`config.mk`:
```
export PLATFORM = sky130hd
export DESIGN_NAME = bmio_decoder
export DESIGN_NICKNAME = d
export VERILOG_FILES = /design/src/logic/bmio_pkg.sv /design/src/logic/bmio_irq_if.sv /design/src/logic/bmio_irq_collector.sv /design/src/logic/bmio_decoder.sv
export SDC_FILE = /design/constraint.sdc
export NUM_CORES = 1
export LEC_CHECK = 0
export ABC_AREA = 1
export BUFFER_PORTS_ARGS = -buffer_cell sky130_fd_sc_hd__buf_2
export CORE_ASPECT_RATIO = 0.8
export CORE_MARGIN = 2
export CORE_UTILIZATION = 48
export CTS_CLUSTER_SIZE = 14
export DETAILED_ROUTE_END_ITERATION = 10
export PLACE_DENSITY = 0.9
export RECOVER_POWER = 25
export SYNTH_ARGS = -nofsm -noshare
export SYNTH_HDL_FRONTEND = slang
export SYNTH_SLANG_ARGS = --single-unit
```
`constraint.sdc`:
```
create_clock -name clk_i -period 1.8 [get_ports clk_i]
set_clock_uncertainty 0.05 [all_clocks]
set_input_delay 0.18 -clock clk_i [delete_from_list [all_inputs] [get_ports clk_i]]
set_output_delay 0.18 -clock clk_i [all_outputs]
set_load 0.05 [all_outputs]
```
`src/logic/bmio_pkg.sv`:
```
/*
 * Constants for the board memory and I/O decoder: address windows,
 * I/O port offsets, field positions, wait counts and reset values.
 * Assumes a 28-bit byte address from the processor's external bus.
 */
package bmio_pkg;
    localparam int BMIO_AW = 28;
    localparam logic [27:0] BMIO_ROM_LO = 28'h000_0000;
    localparam logic [27:0] BMIO_ROM_HI = 28'h03F_FFFF;
    localparam logic [27:0] BMIO_SRAM_LO = 28'h040_0000;
    localparam logic [27:0] BMIO_SRAM_HI = 28'h07F_FFFF;
    localparam logic [27:0] BMIO_SDRAM_LO = 28'h080_0000;
    localparam logic [27:0] BMIO_SDRAM_HI = 28'h3FF_FFFF;
    localparam logic [27:0] BMIO_XS5_LO = 28'h400_0000;
    localparam logic [27:0] BMIO_XS0_LO = 28'h500_0000;
    localparam logic [27:0] BMIO_XS13_LO = 28'h600_0000;
    localparam logic [27:0] BMIO_XS13_HI = 28'h6FF_FFFF;
    localparam logic [27:0] BMIO_IO_LO = 28'h700_0000;
    localparam logic [27:0] BMIO_UNUSED_LO = 28'h800_0000;
    localparam logic [27:0] BMIO_UNUSED_HI = 28'hFFF_FFFF;
    localparam logic [27:0] BMIO_REGION_MASK = 28'hF00_0000;
    // Board I/O ports
    localparam logic [27:0] BMIO_BOARD_LO = 28'h780_0000;
    localparam logic [27:0] BMIO_BOARD_HI = 28'h780_FFFF;
    localparam logic [27:0] BMIO_SWA = 28'h780_0000;
    localparam logic [27:0] BMIO_SWB = 28'h780_1000;
    localparam logic [27:0] BMIO_SEG = 28'h780_2000;
    localparam logic [27:0] BMIO_SEG_HI_BYTE = 28'h780_2001;
    localparam logic [27:0] BMIO_TOV_CLR = 28'h780_3000;
    localparam logic [27:0] BMIO_IRQ_MASK = 28'h780_4000;
    localparam logic [27:0] BMIO_IRQ_STAT = 28'h780_4010;
    localparam logic [27:0] BMIO_IRQ_CTRL = 28'h780_4020;
    localparam logic [27:0] BMIO_UART_LO = 28'h780_7000;
    localparam logic [27:0] BMIO_UART_HI = 28'h780_7070;
    localparam logic [27:0] BMIO_TIMER_LO = 28'h780_8000;
    localparam logic [27:0] BMIO_TIMER_HI = 28'h780_8030;
    localparam logic [27:0] BMIO_XACC = 28'h780_9000;
    // Wait counts
    localparam logic [3:0] BMIO_ROM_WAIT_FAST = 4'h7;
    localparam logic [3:0] BMIO_ROM_WAIT_SLOW = 4'h5;
    localparam logic [3:0] BMIO_IO_WAIT_FAST = 4'hA;
    localparam logic [3:0] BMIO_IO_WAIT_SLOW = 4'h7;
    // Interrupt collector fields, reset values and sequencer states
    localparam int BMIO_NSRC = 4;
    localparam int BMIO_SRC_TIMER = 0;
    localparam int BMIO_SRC_UART = 1;
    localparam int BMIO_SRC_TOV = 2;
    localparam int BMIO_SRC_XINT = 3;
    localparam int BMIO_CTRL_GATE = 0;
    localparam int BMIO_CTRL_SEL = 1;
    localparam logic [7:0] BMIO_MASK_RST = 8'h00;
    localparam logic [1:0] BMIO_CTRL_RST = 2'h0;
    localparam logic [15:0] BMIO_SEG_RST = 16'hFFFF;
    typedef enum logic [1:0] {BMIO_IDLE, BMIO_WAIT, BMIO_DONE} bmio_state_e;
endpackage : bmio_pkg

```
`src/logic/bmio_irq_if.sv`:
```
/*
 * Carrier between the decoder and its interrupt collector.
 * Assumes both ends on clk_i.
 */
interface bmio_irq_if;
    logic [3:0] src;
    logic [3:0] mask_wdata;
    logic mask_we;
    logic [3:0] clr;
    logic [1:0] ctrl_wdata;
    logic ctrl_we;
    logic [3:0] mask;
    logic [3:0] pending;
    logic [1:0] ctrl;
    modport ctl (output src, mask_wdata, mask_we, clr, ctrl_wdata, ctrl_we,
                 input mask, pending, ctrl);
    modport col (input src, mask_wdata, mask_we, clr, ctrl_wdata, ctrl_we,
                 output mask, pending, ctrl);
endinterface : bmio_irq_if

```
`src/logic/bmio_irq_collector.sv`:
```
/*
 * Four-source interrupt collector: mask, pending status, output gate.
 * Assumes sources already synchronised to clk_i.
 */
module bmio_irq_collector
    import bmio_pkg::*;
(
    input wire logic clk_i,             // Bus clock
    input wire logic nrst_i,            // Async reset, active low
    bmio_irq_if.col bus,                // Register side
    output logic nmi_req_o,             // Request to non-maskable input
    output logic ext_req_o              // Request to external interrupt input
);
    logic [3:0] mask;
    logic [1:0] ctrl;
    logic timer_prev;
    logic timer_latch;
    logic [3:0] pending;
    logic any_req;

    always_ff @(posedge clk_i or negedge nrst_i) begin
        if (!nrst_i) begin
            mask <= BMIO_MASK_RST[3:0];
        end else if (bus.mask_we) begin
            mask <= bus.mask_wdata;
        end
    end

    always_ff @(posedge clk_i or negedge nrst_i) begin
        if (!nrst_i) begin
            ctrl <= BMIO_CTRL_RST;
        end else if (bus.ctrl_we) begin
            ctrl <= bus.ctrl_wdata;
        end
    end

    // Rising edge latch; a new edge beats a same-cycle clear
    always_ff @(posedge clk_i or negedge nrst_i) begin
        if (!nrst_i) begin
            timer_prev <= 1'b0;
            timer_latch <= 1'b0;
        end else begin
            timer_prev <= bus.src[BMIO_SRC_TIMER];
            if (bus.src[BMIO_SRC_TIMER] && !timer_prev) begin
                timer_latch <= 1'b1;
            end else if (bus.clr[BMIO_SRC_TIMER]) begin
                timer_latch <= 1'b0;
            end
        end
    end

    always_comb begin
        pending = 4'h0;
        pending[BMIO_SRC_TIMER] = timer_latch;
        pending[BMIO_SRC_UART] = bus.src[BMIO_SRC_UART];
        pending[BMIO_SRC_TOV] = bus.src[BMIO_SRC_TOV];
        pending[BMIO_SRC_XINT] = !bus.src[BMIO_SRC_XINT];
    end

    assign any_req = |(pending & mask);
    assign nmi_req_o = any_req && ctrl[BMIO_CTRL_GATE] && !ctrl[BMIO_CTRL_SEL];
    assign ext_req_o = any_req && ctrl[BMIO_CTRL_GATE] && ctrl[BMIO_CTRL_SEL];
    assign bus.mask = mask;
    assign bus.pending = pending;
    assign bus.ctrl = ctrl;
endmodule : bmio_irq_collector

```
`src/logic/bmio_decoder.sv`:
```
/*
 * Board memory and I/O decoder with switch ports, display latch,
 * time-over indicator and interrupt collector.
 * Assumes a synchronous external bus on clk_i: address, strobes and
 * write data valid while cs_strobe_i is high; ready_o ends the access.
 * Switches, straps and interrupt sources are asynchronous pins.
 */
module bmio_decoder
    import bmio_pkg::*;
#(
    parameter int ROM_ADDR_BITS = 17     // Fitted ROM capacity, log2 bytes
) (
    input wire logic clk_i,              // Bus clock, 25 MHz
    input wire logic nrst_i,             // Async reset, active low
    input wire logic [27:0] addr_i,      // Byte address
    input wire logic cs_strobe_i,        // Access in progress
    input wire logic wr_i,               // 1 write, 0 read
    input wire logic [1:0] be_i,         // Byte lanes, bit 1 upper
    input wire logic [15:0] wdata_i,     // Write data
    output logic [15:0] rdata_o,         // Read data
    output logic ready_o,                // Access complete, one cycle
    input wire logic flash_boot_strap_i, // High = flash boot on
    input wire logic slow_clk_strap_i,   // High = slow bus clock
    input wire logic [7:0] switch_bank_a_i, // Bank A, 0 = on
    input wire logic [7:0] switch_bank_b_i, // Bank B, 0 = on
    input wire logic timeover_event_i,   // Time-over ready event
    input wire logic uart_irq_i,         // Active high level
    input wire logic timer_channel_zero_output_i, // Rising edge source
    input wire logic expansion_interrupt_zero_n_i, // Active low level
    output logic rom_sel_o,              // Boot ROM select
    output logic [16:0] rom_addr_o,      // ROM address, wrapped
    output logic sram_sel_o,             // SRAM select
    output logic [19:0] sram_addr_o,     // SRAM address, wrapped
    output logic sdram_sel_o,            // SDRAM select
    output logic [24:0] sdram_addr_o,    // SDRAM address, wrapped
    output logic [6:0] exp_sel_n_o,      // Expansion chip selects, low
    output logic uart_sel_o,             // UART window
    output logic timer_sel_o,            // Timer window
    output logic xacc_sel_o,             // Expansion access control
    output logic [15:0] segment_display_o, // Two digit bytes, 0 lights
    output logic timeover_indicator_o,   // Indicator lit
    output logic nmi_req_o,              // Request to non-maskable input
    output logic ext_req_o               // Request to external input
);
    ////////////////////////////////////////////////////////////////////
    // Pin synchronisers
    ////////////////////////////////////////////////////////////////////
    localparam int SYNC_W = 22;
    // Reset to each pin's idle level; a low expansion line would otherwise
    // show as a pending request for two cycles after reset
    localparam logic [SYNC_W-1:0] SYNC_RST = 22'h00_0001;
    logic [SYNC_W-1:0] sync_raw;
    logic [SYNC_W-1:0] sync_s1;
    logic [SYNC_W-1:0] sync_s2;
    assign sync_raw = {flash_boot_strap_i, slow_clk_strap_i, switch_bank_a_i,
                       switch_bank_b_i, timeover_event_i, uart_irq_i,
                       timer_channel_zero_output_i, expansion_interrupt_zero_n_i};

    genvar gi;
    generate
        for (gi = 0; gi < SYNC_W; gi++) begin : g_sync
            always_ff @(posedge clk_i or negedge nrst_i) begin
                if (!nrst_i) begin
                    sync_s1[gi] <= SYNC_RST[gi];
                    sync_s2[gi] <= SYNC_RST[gi];
                end else begin
                    sync_s1[gi] <= sync_raw[gi];
                    sync_s2[gi] <= sync_s1[gi];
                end
            end
        end
    endgenerate

    logic flash_boot_strap;
    logic slow;
    logic [7:0] swa;
    logic [7:0] swb;
    logic tov_evt;
    logic [3:0] src_sync;
    assign flash_boot_strap = sync_s2[21];
    assign slow = sync_s2[20];
    assign swa = sync_s2[19:12];
    assign swb = sync_s2[11:4];
    assign tov_evt = sync_s2[3];

    ////////////////////////////////////////////////////////////////////
    // Address decode
    ////////////////////////////////////////////////////////////////////
    function automatic logic in_range(input logic [27:0] a, input logic [27:0] lo,
                                      input logic [27:0] hi);
        in_range = (a >= lo) && (a <= hi);
    endfunction : in_range

    function automatic logic hit(input logic [27:0] a, input logic [27:0] port);
        hit = (a == port);
    endfunction : hit

    logic low_region;
    logic rom_hit;
    logic sram_hit;
    logic sdram_hit;
    logic [3:0] region;
    logic board_hit;
    logic io_region;

    assign low_region = in_range(addr_i, BMIO_ROM_LO, BMIO_ROM_HI);
    assign rom_hit = low_region && !flash_boot_strap;
    assign sram_hit = in_range(addr_i, BMIO_SRAM_LO, BMIO_SRAM_HI);
    // Internal RAM precedence is the processor's job; it never drives out
    assign sdram_hit = in_range(addr_i, BMIO_SDRAM_LO, BMIO_SDRAM_HI);
    assign region = addr_i[27:24];
    assign io_region = ((addr_i & BMIO_REGION_MASK) == BMIO_IO_LO);
    assign board_hit = in_range(addr_i, BMIO_BOARD_LO, BMIO_BOARD_HI);

    // Selects only while strobed; upper lines ignored to alias
    always_comb begin
        rom_sel_o = cs_strobe_i && rom_hit;
        sram_sel_o = cs_strobe_i && sram_hit;
        sdram_sel_o = cs_strobe_i && sdram_hit;
        rom_addr_o = 17'h0_0000;
        rom_addr_o[ROM_ADDR_BITS-1:0] = addr_i[ROM_ADDR_BITS-1:0];
        sram_addr_o = addr_i[19:0];
        sdram_addr_o = addr_i[24:0];
    end

    // Expansion selects, active low. Sub-split of 6/7 windows is left to
    // the expansion card, so selects 3, 2, 4, 6 share their window's enable.
    always_comb begin
        exp_sel_n_o = 7'h7F;
        if (cs_strobe_i) begin
            if ((low_region && flash_boot_strap) || in_range(addr_i, BMIO_XS13_LO, BMIO_XS13_HI)) begin
                exp_sel_n_o[1] = 1'b0;
            end
            if ((addr_i & BMIO_REGION_MASK) == BMIO_XS5_LO) begin
                exp_sel_n_o[5] = 1'b0;
            end
            if ((addr_i & BMIO_REGION_MASK) == BMIO_XS0_LO) begin
                exp_sel_n_o[0] = 1'b0;
            end
            if (in_range(addr_i, BMIO_XS13_LO, BMIO_XS13_HI)) begin
                exp_sel_n_o[3] = 1'b0;
            end
            if (io_region && !board_hit) begin
                exp_sel_n_o[2] = 1'b0;
                exp_sel_n_o[4] = 1'b0;
                exp_sel_n_o[6] = 1'b0;
            end
        end
        // Spaces eight to fifteen leave every select idle
        if (in_range(addr_i, BMIO_UNUSED_LO, BMIO_UNUSED_HI)) begin
            exp_sel_n_o = 7'h7F;
        end
    end

    assign uart_sel_o = cs_strobe_i && in_range(addr_i, BMIO_UART_LO, BMIO_UART_HI);
    assign timer_sel_o = cs_strobe_i && in_range(addr_i, BMIO_TIMER_LO, BMIO_TIMER_HI);
    assign xacc_sel_o = cs_strobe_i && hit(addr_i, BMIO_XACC);

    ////////////////////////////////////////////////////////////////////
    // Wait sequencer
    ////////////////////////////////////////////////////////////////////
    bmio_state_e state;
    logic [3:0] wait_cnt;
    logic [3:0] next_wait;
    logic forced;

    always_comb begin
        forced = 1'b1;
        if (rom_hit) begin
            next_wait = slow ? BMIO_ROM_WAIT_SLOW : BMIO_ROM_WAIT_FAST;
        end else if (board_hit) begin
            next_wait = slow ? BMIO_IO_WAIT_SLOW : BMIO_IO_WAIT_FAST;
        end else begin
            // Processor's own wait settings govern memories
            next_wait = 4'h0;
            forced = 1'b0;
        end
    end

    always_ff @(posedge clk_i or negedge nrst_i) begin
        if (!nrst_i) begin
            state <= BMIO_IDLE;
            wait_cnt <= 4'h0;
        end else begin
            case (state)
                BMIO_IDLE: begin
                    if (cs_strobe_i && forced) begin
                        state <= BMIO_WAIT;
                        wait_cnt <= next_wait - 4'h1;
                    end
                end
                BMIO_WAIT: begin
                    if (wait_cnt == 4'h0) begin
                        state <= BMIO_DONE;
                    end else begin
                        wait_cnt <= wait_cnt - 4'h1;
                    end
                end
                BMIO_DONE: begin
                    state <= BMIO_IDLE;
                end
                default: begin
                    state <= BMIO_IDLE;
                end
            endcase
        end
    end

    assign ready_o = (state == BMIO_DONE) || (state == BMIO_IDLE && cs_strobe_i && !forced);

    logic io_wr;
    logic io_rd;
    assign io_wr = (state == BMIO_DONE) && wr_i && board_hit;
    assign io_rd = (state == BMIO_WAIT) && (wait_cnt == 4'h0) && !wr_i;

    ////////////////////////////////////////////////////////////////////
    // Display and time-over latches
    ////////////////////////////////////////////////////////////////////
    always_ff @(posedge clk_i or negedge nrst_i) begin
        if (!nrst_i) begin
            segment_display_o <= BMIO_SEG_RST;
        end else if (io_wr && hit(addr_i & ~28'h000_0001, BMIO_SEG)) begin
            if (be_i[0] && !addr_i[0]) begin
                segment_display_o[7:0] <= wdata_i[7:0];
            end
            if (be_i[1] || hit(addr_i, BMIO_SEG_HI_BYTE)) begin
                segment_display_o[15:8] <= wdata_i[15:8];
            end
        end
    end

    // Event beats a same-cycle clear
    always_ff @(posedge clk_i or negedge nrst_i) begin
        if (!nrst_i) begin
            timeover_indicator_o <= 1'b0;
        end else if (tov_evt) begin
            timeover_indicator_o <= 1'b1;
        end else if (io_wr && hit(addr_i, BMIO_TOV_CLR)) begin
            timeover_indicator_o <= 1'b0;
        end
    end

    ////////////////////////////////////////////////////////////////////
    // Interrupt collector and read data
    ////////////////////////////////////////////////////////////////////
    bmio_irq_if irq_bus();
    assign src_sync[BMIO_SRC_TIMER] = sync_s2[1];
    assign src_sync[BMIO_SRC_UART] = sync_s2[2];
    assign src_sync[BMIO_SRC_TOV] = timeover_indicator_o;
    assign src_sync[BMIO_SRC_XINT] = sync_s2[0];
    assign irq_bus.src = src_sync;
    assign irq_bus.mask_we = io_wr && hit(addr_i, BMIO_IRQ_MASK);
    assign irq_bus.mask_wdata = wdata_i[3:0];
    assign irq_bus.clr = (io_wr && hit(addr_i, BMIO_IRQ_STAT)) ? wdata_i[3:0] : 4'h0;
    assign irq_bus.ctrl_we = io_wr && hit(addr_i, BMIO_IRQ_CTRL);
    assign irq_bus.ctrl_wdata = wdata_i[1:0];

    bmio_irq_collector u_irq (
        .clk_i(clk_i),
        .nrst_i(nrst_i),
        .bus(irq_bus.col),
        .nmi_req_o(nmi_req_o),
        .ext_req_o(ext_req_o)
    );

    always_ff @(posedge clk_i or negedge nrst_i) begin
        if (!nrst_i) begin
            rdata_o <= 16'h0000;
        end else if (io_rd && board_hit) begin
            rdata_o <= 16'h0000;
            if (hit(addr_i, BMIO_SWA)) begin
                rdata_o[7:0] <= swa;
            end else if (hit(addr_i, BMIO_SWB)) begin
                rdata_o[7:0] <= swb;
            end else if (hit(addr_i, BMIO_IRQ_MASK)) begin
                rdata_o[3:0] <= irq_bus.mask;
            end else if (hit(addr_i, BMIO_IRQ_STAT)) begin
                rdata_o[3:0] <= irq_bus.pending;
            end else if (hit(addr_i, BMIO_IRQ_CTRL)) begin
                rdata_o[1:0] <= irq_bus.ctrl;
            end
        end
    end
endmodule : bmio_decoder

```
# Yosys cells after proc, flatten, opt, wreduce, memory -nomap -nowiden
# Cells that the tools add are included.
totals:
  regBits: 83
  output_inout_bits: 111
  word_cells: 177
classes:
  n_addsub: 2
  n_lt_le_gt_ge: 16
  n_eq_ne: 17
  mux: 31
  bitwise: 1
  n_reduce_logical: 56
ops:
  columns: ["op", "n"]
  rows:
  - ["$eq 28x27->1 const B", 8]
  - ["$ge 28x27->1 const B", 4]
  - ["$le 28x27->1 const B", 4]
  - ["$logic_and 1x1->1", 35]
  - ["$mux 4", 8]
  - ["$ge 28x1->1 const B", 1]
  - ["$ge 28x23->1 const B", 1]
  - ["$ge 28x24->1 const B", 1]
  - ["$ge 28x28->1 const B", 1]
  - ["$le 28x22->1 const B", 1]
  - ["$le 28x23->1 const B", 1]
  - ["$le 28x26->1 const B", 1]
  - ["$le 28x28->1 const B", 1]
  - ["$eq 27x26->1 const B", 1]
  - ["$mux 7", 2]
  - ["$eq 4x3->1 const B", 3]
  - ["$mux 1", 12]
  - ["$mux 2", 6]
  - ["$logic_not 1->1", 8]
  - ["$mux 8", 1]
  - ["$pmux 4 s2", 1]
  - ["$sub 4x1->4 const B", 2]
  - ["$ne 2x2->1 const B", 3]
  - ["$reduce_and 2->1", 3]
  - ["10 further kinds", 14]

# Depth between registers and ports, before layout
depth:
  word_depth: 7
  mapped_depth: 11

# Hierarchy
# A second synthesis with hierarchy kept.
hier_totals:
  cells_unflattened: 490
  hier_area_um2: 4276.6
modules_own_cells:
  columns: ["module", "instances", "cells_each", "area_per_inst_um2"]
  rows:
  - ["bmio_decoder", 1, 456, 3925.0]
  - ["bmio_irq_collector", 1, 34, 351.6]

# Worst setup path after synthesis
# No wires, ideal clock.
synth_timing:
  kind: "input to output"
  startpoint: "in addr_i[8]"
  endpoint: "out timer_sel_o"
  t_arrival_ps: 2262
  slack_ps: -692
  path_stages: 7
  path_buffers: 0
  cell_sequence: "nor2_1 > inv_1 > nor2_1 > nand2_1 > nor3_1 > nand2_1 > nor4_1"
synth_via:
  elab_chain_cells: 3
  elab_cells_between_ends: 4
  classes_between: "order compare (2); reduce/logical (2)"
synth_rtl:
  columns: ["item", "line_no", "source"]
  rows:
  - ["start: declaration", "bmio_decoder.sv:15", "input wire logic [27:0] addr_i,"]
  - ["$ge 28x27->1 or $le 28x27->1 (tied branches)", "bmio_decoder.sv:91", "in_range = (a >= lo) && (a <= hi);"]
  - ["$logic_and 1x1->1 (*)", "bmio_decoder.sv:91", null]
  - ["$logic_and 1x1->1 (*)", "bmio_decoder.sv:156", "assign timer_sel_o = cs_strobe_i && in_range(addr_i, BMIO_TIMER_LO, BMIO_TIMER_HI);"]
  - ["end: declaration", "bmio_decoder.sv:38", "output logic timer_sel_o,"]
# Mark *: on every way between the ends. The rest lies on a longest branch, timed or not.

# Final worst setup path
layout_timing:
  startpoint: "reg sync_s2[0] (netlist: irq_bus.src[3])"
  endpoint: "out ext_req_o"
layout_via:
  elab_chain_cells: 5
layout_rtl:
  columns: ["item", "line_no", "source"]
  rows:
  - ["start: declaration", "bmio_decoder.sv:54", "logic [SYNC_W-1:0] sync_s2;"]
  - ["start signal: indexed assignment", "bmio_decoder.sv:65", "sync_s2[gi] <= SYNC_RST[gi];"]
  - ["start signal: indexed assignment", "bmio_decoder.sv:68", "sync_s2[gi] <= sync_s1[gi];"]
  - ["$logic_not 1->1", "bmio_irq_collector.sv:57", "pending[BMIO_SRC_XINT] = !bus.src[BMIO_SRC_XINT];"]
  - ["$and 4x4->4", "bmio_irq_collector.sv:60", "assign any_req = |(pending & mask);"]
  - ["$reduce_or 4->1", "bmio_irq_collector.sv:60", null]
  - ["$logic_and 1x1->1 (2 in series)", "bmio_irq_collector.sv:62", "assign ext_req_o = any_req && ctrl[BMIO_CTRL_GATE] && ctrl[BMIO_CTRL_SEL];"]
  - ["end: declaration", "bmio_decoder.sv:43", "output logic ext_req_o"]
# Every way passes these cells.

==> key figures <==
Power and ir drop
  – Worst vdd ir: 0.000728 V
  – Design Power: 3.96 mW
  – Pleak: 2.89 nW
  – PD cells: 710 nW/um^2

Floorplan
  – Die area: 9760 um^2
  – Die H: 88.8 um
  – Boundary Pins: 183
  – Die Wd: 110 um
  – Placeable Area: 8600 um^2
  – Row count: 30
  – Initial Util: 50.2%

Yosys
  – Synth Register Bits: 83
  – Synth async-reset ratio: 100%
  – Top cell type's share of synthesized area: 37.7%
  – Syn Area/Cell: 8.76 um^2
  – Mapped Cells: 492
  – Area contributors post-synth: dfrtp_1 (38%), buf_4 (13%), dfstp_2 (11%)
  – Post-synth EDFFs: 0
  – Synth area leader: dfrtp_1
  – Synth warn: 0
  – Synth cell types: 38
  – Most used DFF post-synth: dfrtp_1
  – Post-Syn Area: 4310 um^2
  – Register area share after synthesis: 48.7%

Worst setup path
  – Crit path buffers/inverters: 2
  – CP top delay family: flip-flops
  – CP peak stage delay: 0.53 ns
  – Worst-path cell chain: inv_2 -> a22o_1 -> o21ai_2 -> nor2_2 -> buf_2
  – Critical path class: reg2out
  – Critical Path AT: 1.51 ns
  – Critical path's slowest cell: dfstp_2
  – CP Data Required Time: 1.57 ns
  – CP Capture Type: output port
  – Crit path max fanout: 2
  – FF-to-FF setup slack: 0.10 ns
  – CP startpoint kind: flip-flop

Finish
  – # diodes: 0
  – Layout cells sized above 1: 42.8%
  – Final core occ: 64.9%
  – Most frequent cells in the layout: buf_2 (169), nand2_1 (106), dfrtp_1 (65), inv_1 (59), dlygate4sd3_1 (34)
  – Nets: 739
  – Layout Area Growth over Synthesis: 29.5%
  – Fin cells: 783
  – Commonest non-fill, non-tap cell in the layout: buf_2
  – Final Cell Area: 5580 um^2

CTS
  – Clock Sinks: 83
  – TritonCTS buffer count: 9
  – Root buf cell: clkbuf_8
  – CTS tree: done
  – Clk_lat worst skew: 0.34 ns
  – Bufs on Longest Clock Path: 2
  – H-tree levels: 3
  – Clk slew on worst S/H paths: 0.08 ns

Route
  – Drt first pass iters: 4
  – Vias per cell: 4.77
  – Starting DRC count in detailed routing: 188
  – DRC: 0
  – Post-route ant nets: 0
  – Routed wire length: 10,800 um
  – Vias: 3,735
  – Routed len/inst: 13.8 um

STA
  – RSZ-0062 raised after global routing: yes
  – Final Hold Viols: 0
  – Final-report max-slew violation count: 0
  – Hold Slack: 0.0199 ns
  – Fmax: 0.576 GHz
  – Final Critical Period: 1.74 ns
  – Tcrit/Tclk final: 96.4%
  – Setup TNS: 0 ns
  – Worst rel slew slack: 55.7%
  – Final setup vio count: 0
  – Final WS setup: 0.0649 ns
  – Measured slew at the worst slew-check pin: 0.664 ns

Place
  – Port Buf Inserts: 174
  – Detailed placement HPWL: 8530 um
  – Placed cell areas: 4970 um^2
  – Post-placement setup slack: -0.112 ns
  – Dpl cells: 729
  – Routability-driven placement congestion ratio: 0.892

GRT
  – First-pass GRT wire length: 17,200 um
  – Gr ovfl total: 0
  – Global Route Usage Sum: 23.3%
  – Pin count of the biggest net entering global routing: 39
  – Initial antenna violation count: 0
  – Vias in the first global route: 3,677

Flow run
  – MaxCap Viol Count: 0

Status
  – Status: complete, no violations

Worst hold path
  – Min-Delay Path Class: in2reg
==> worst register-to-register path: stages (launching register included) <==
cell	delay, ns
dfrtp_1	0.42
inv_1	0.09
or2_4	0.27
inv_2	0.09
nand2_1	0.07
nand2_1	0.09
inv_1	0.05
ha_1	0.20
xnor2_1	0.17
o21ai_1	0.08
==> cell usage after synthesis (4+ instances only) <==
| cell type | count |
|---|---|
| nor4_1 | 4 |
| nand2_1 | 107 |
| nand2_2 | 7 |
| dfstp_2 | 18 |
| o21ai_0 | 15 |
| o21ai_2 | 16 |
| buf_4 | 73 |
| inv_1 | 62 |
| nor2_4 | 4 |
| nor2_1 | 34 |
| nor3_1 | 12 |
| nand3_1 | 28 |
| dfrtp_1 | 65 |
| nand4_1 | 9 |
==> cell type report <==
class | count | area, um^2
Sequential cell | 83 | 2100
Clock buffer | 10 | 138
Fill cell | 688 | 3010
Inverter | 64 | 240
Multi-Input combinational cell | 274 | 1470
Clock inverter | 6 | 50.0
Tap cell | 112 | 140
Timing Repair Buffer | 234 | 1440
==> kinds of logic after synthesis <==
kind of cell	count (synthesis)	synth area share, %
AND/OR/NAND/NOR	222	24.8
buffers and inverters	142	19.1
flip-flops	83	48.7
AO/OA/AOI/OAI	42	6.85
XOR/XNOR	1	0.203
adder cells (fa/ha/maj)	1	0.290
other	1	0.0870
==> what timing repair did <==
| item | in CTS | in global routing |
|---|---|---|
| hold buffers | 34 | 0 |
| setup endpoints to repair | 5 | 11 |
| pin swaps | 1 | 4 |
| buffers inserted | 0 | 4 |
| endpoints found under the hold margin | 82 | 0 |
| resized for setup | 5 | 16 |
==> sequential cells by signal, summed over array words and instances, names as in the netlist, 2 cells and up <==
| name | cells |
|---|---|
| u_irq.bus.mask | 4 |
| state | 2 |
| u_irq.bus.ctrl | 2 |
| irq_bus.src | 3 |
| sync_s1 | 22 |
| wait_cnt | 4 |
| rdata_o | 8 |
| segment_display_o | 16 |
| swb | 8 |
| swa | 8 |
==> report_power, final <==
part	total, mW	internal, mW	switching (mW)	leakage [nW]
registers	1.96	1.93	0.0283	0.981
clock network	1.22	0.553	0.668	0.0944
logic	0.781	0.229	0.552	1.81
==> final timing paths <==
path / from / end / depth (start not counted)
worst min register to register: sync_s1[3]$_DFF_PN0_ / tov_evt$_DFF_PN0_ / 0
worst max register to register: state[0]$_DFFE_PN0P_ / wait_cnt[2]$_DFFE_PN0P_ / 9
max in group asynchronous: nrst_i / segment_display_o[15]$_DFFE_PN1P_ / 3
worst max-delay path: irq_bus.src[3]$_DFF_PN1_ / ext_req_o / 5
worst min-delay path: wdata_i[2] / segment_display_o[2]$_DFFE_PN1P_ / 3
min in group asynchronous: nrst_i / sync_s1[19]$_DFF_PN0_ / 2
==> routing by layer <==
layer	up-vias	part of all wire, %	track usage [%]
li1	1817	-	-
met1	1741	40	28.6
met2	161	51	41.0
met3	16	6.8	4.49
met4	0	1.8	8.75
met5	-	0	0
No activity file was read; power rests on OpenSTA's default activity.
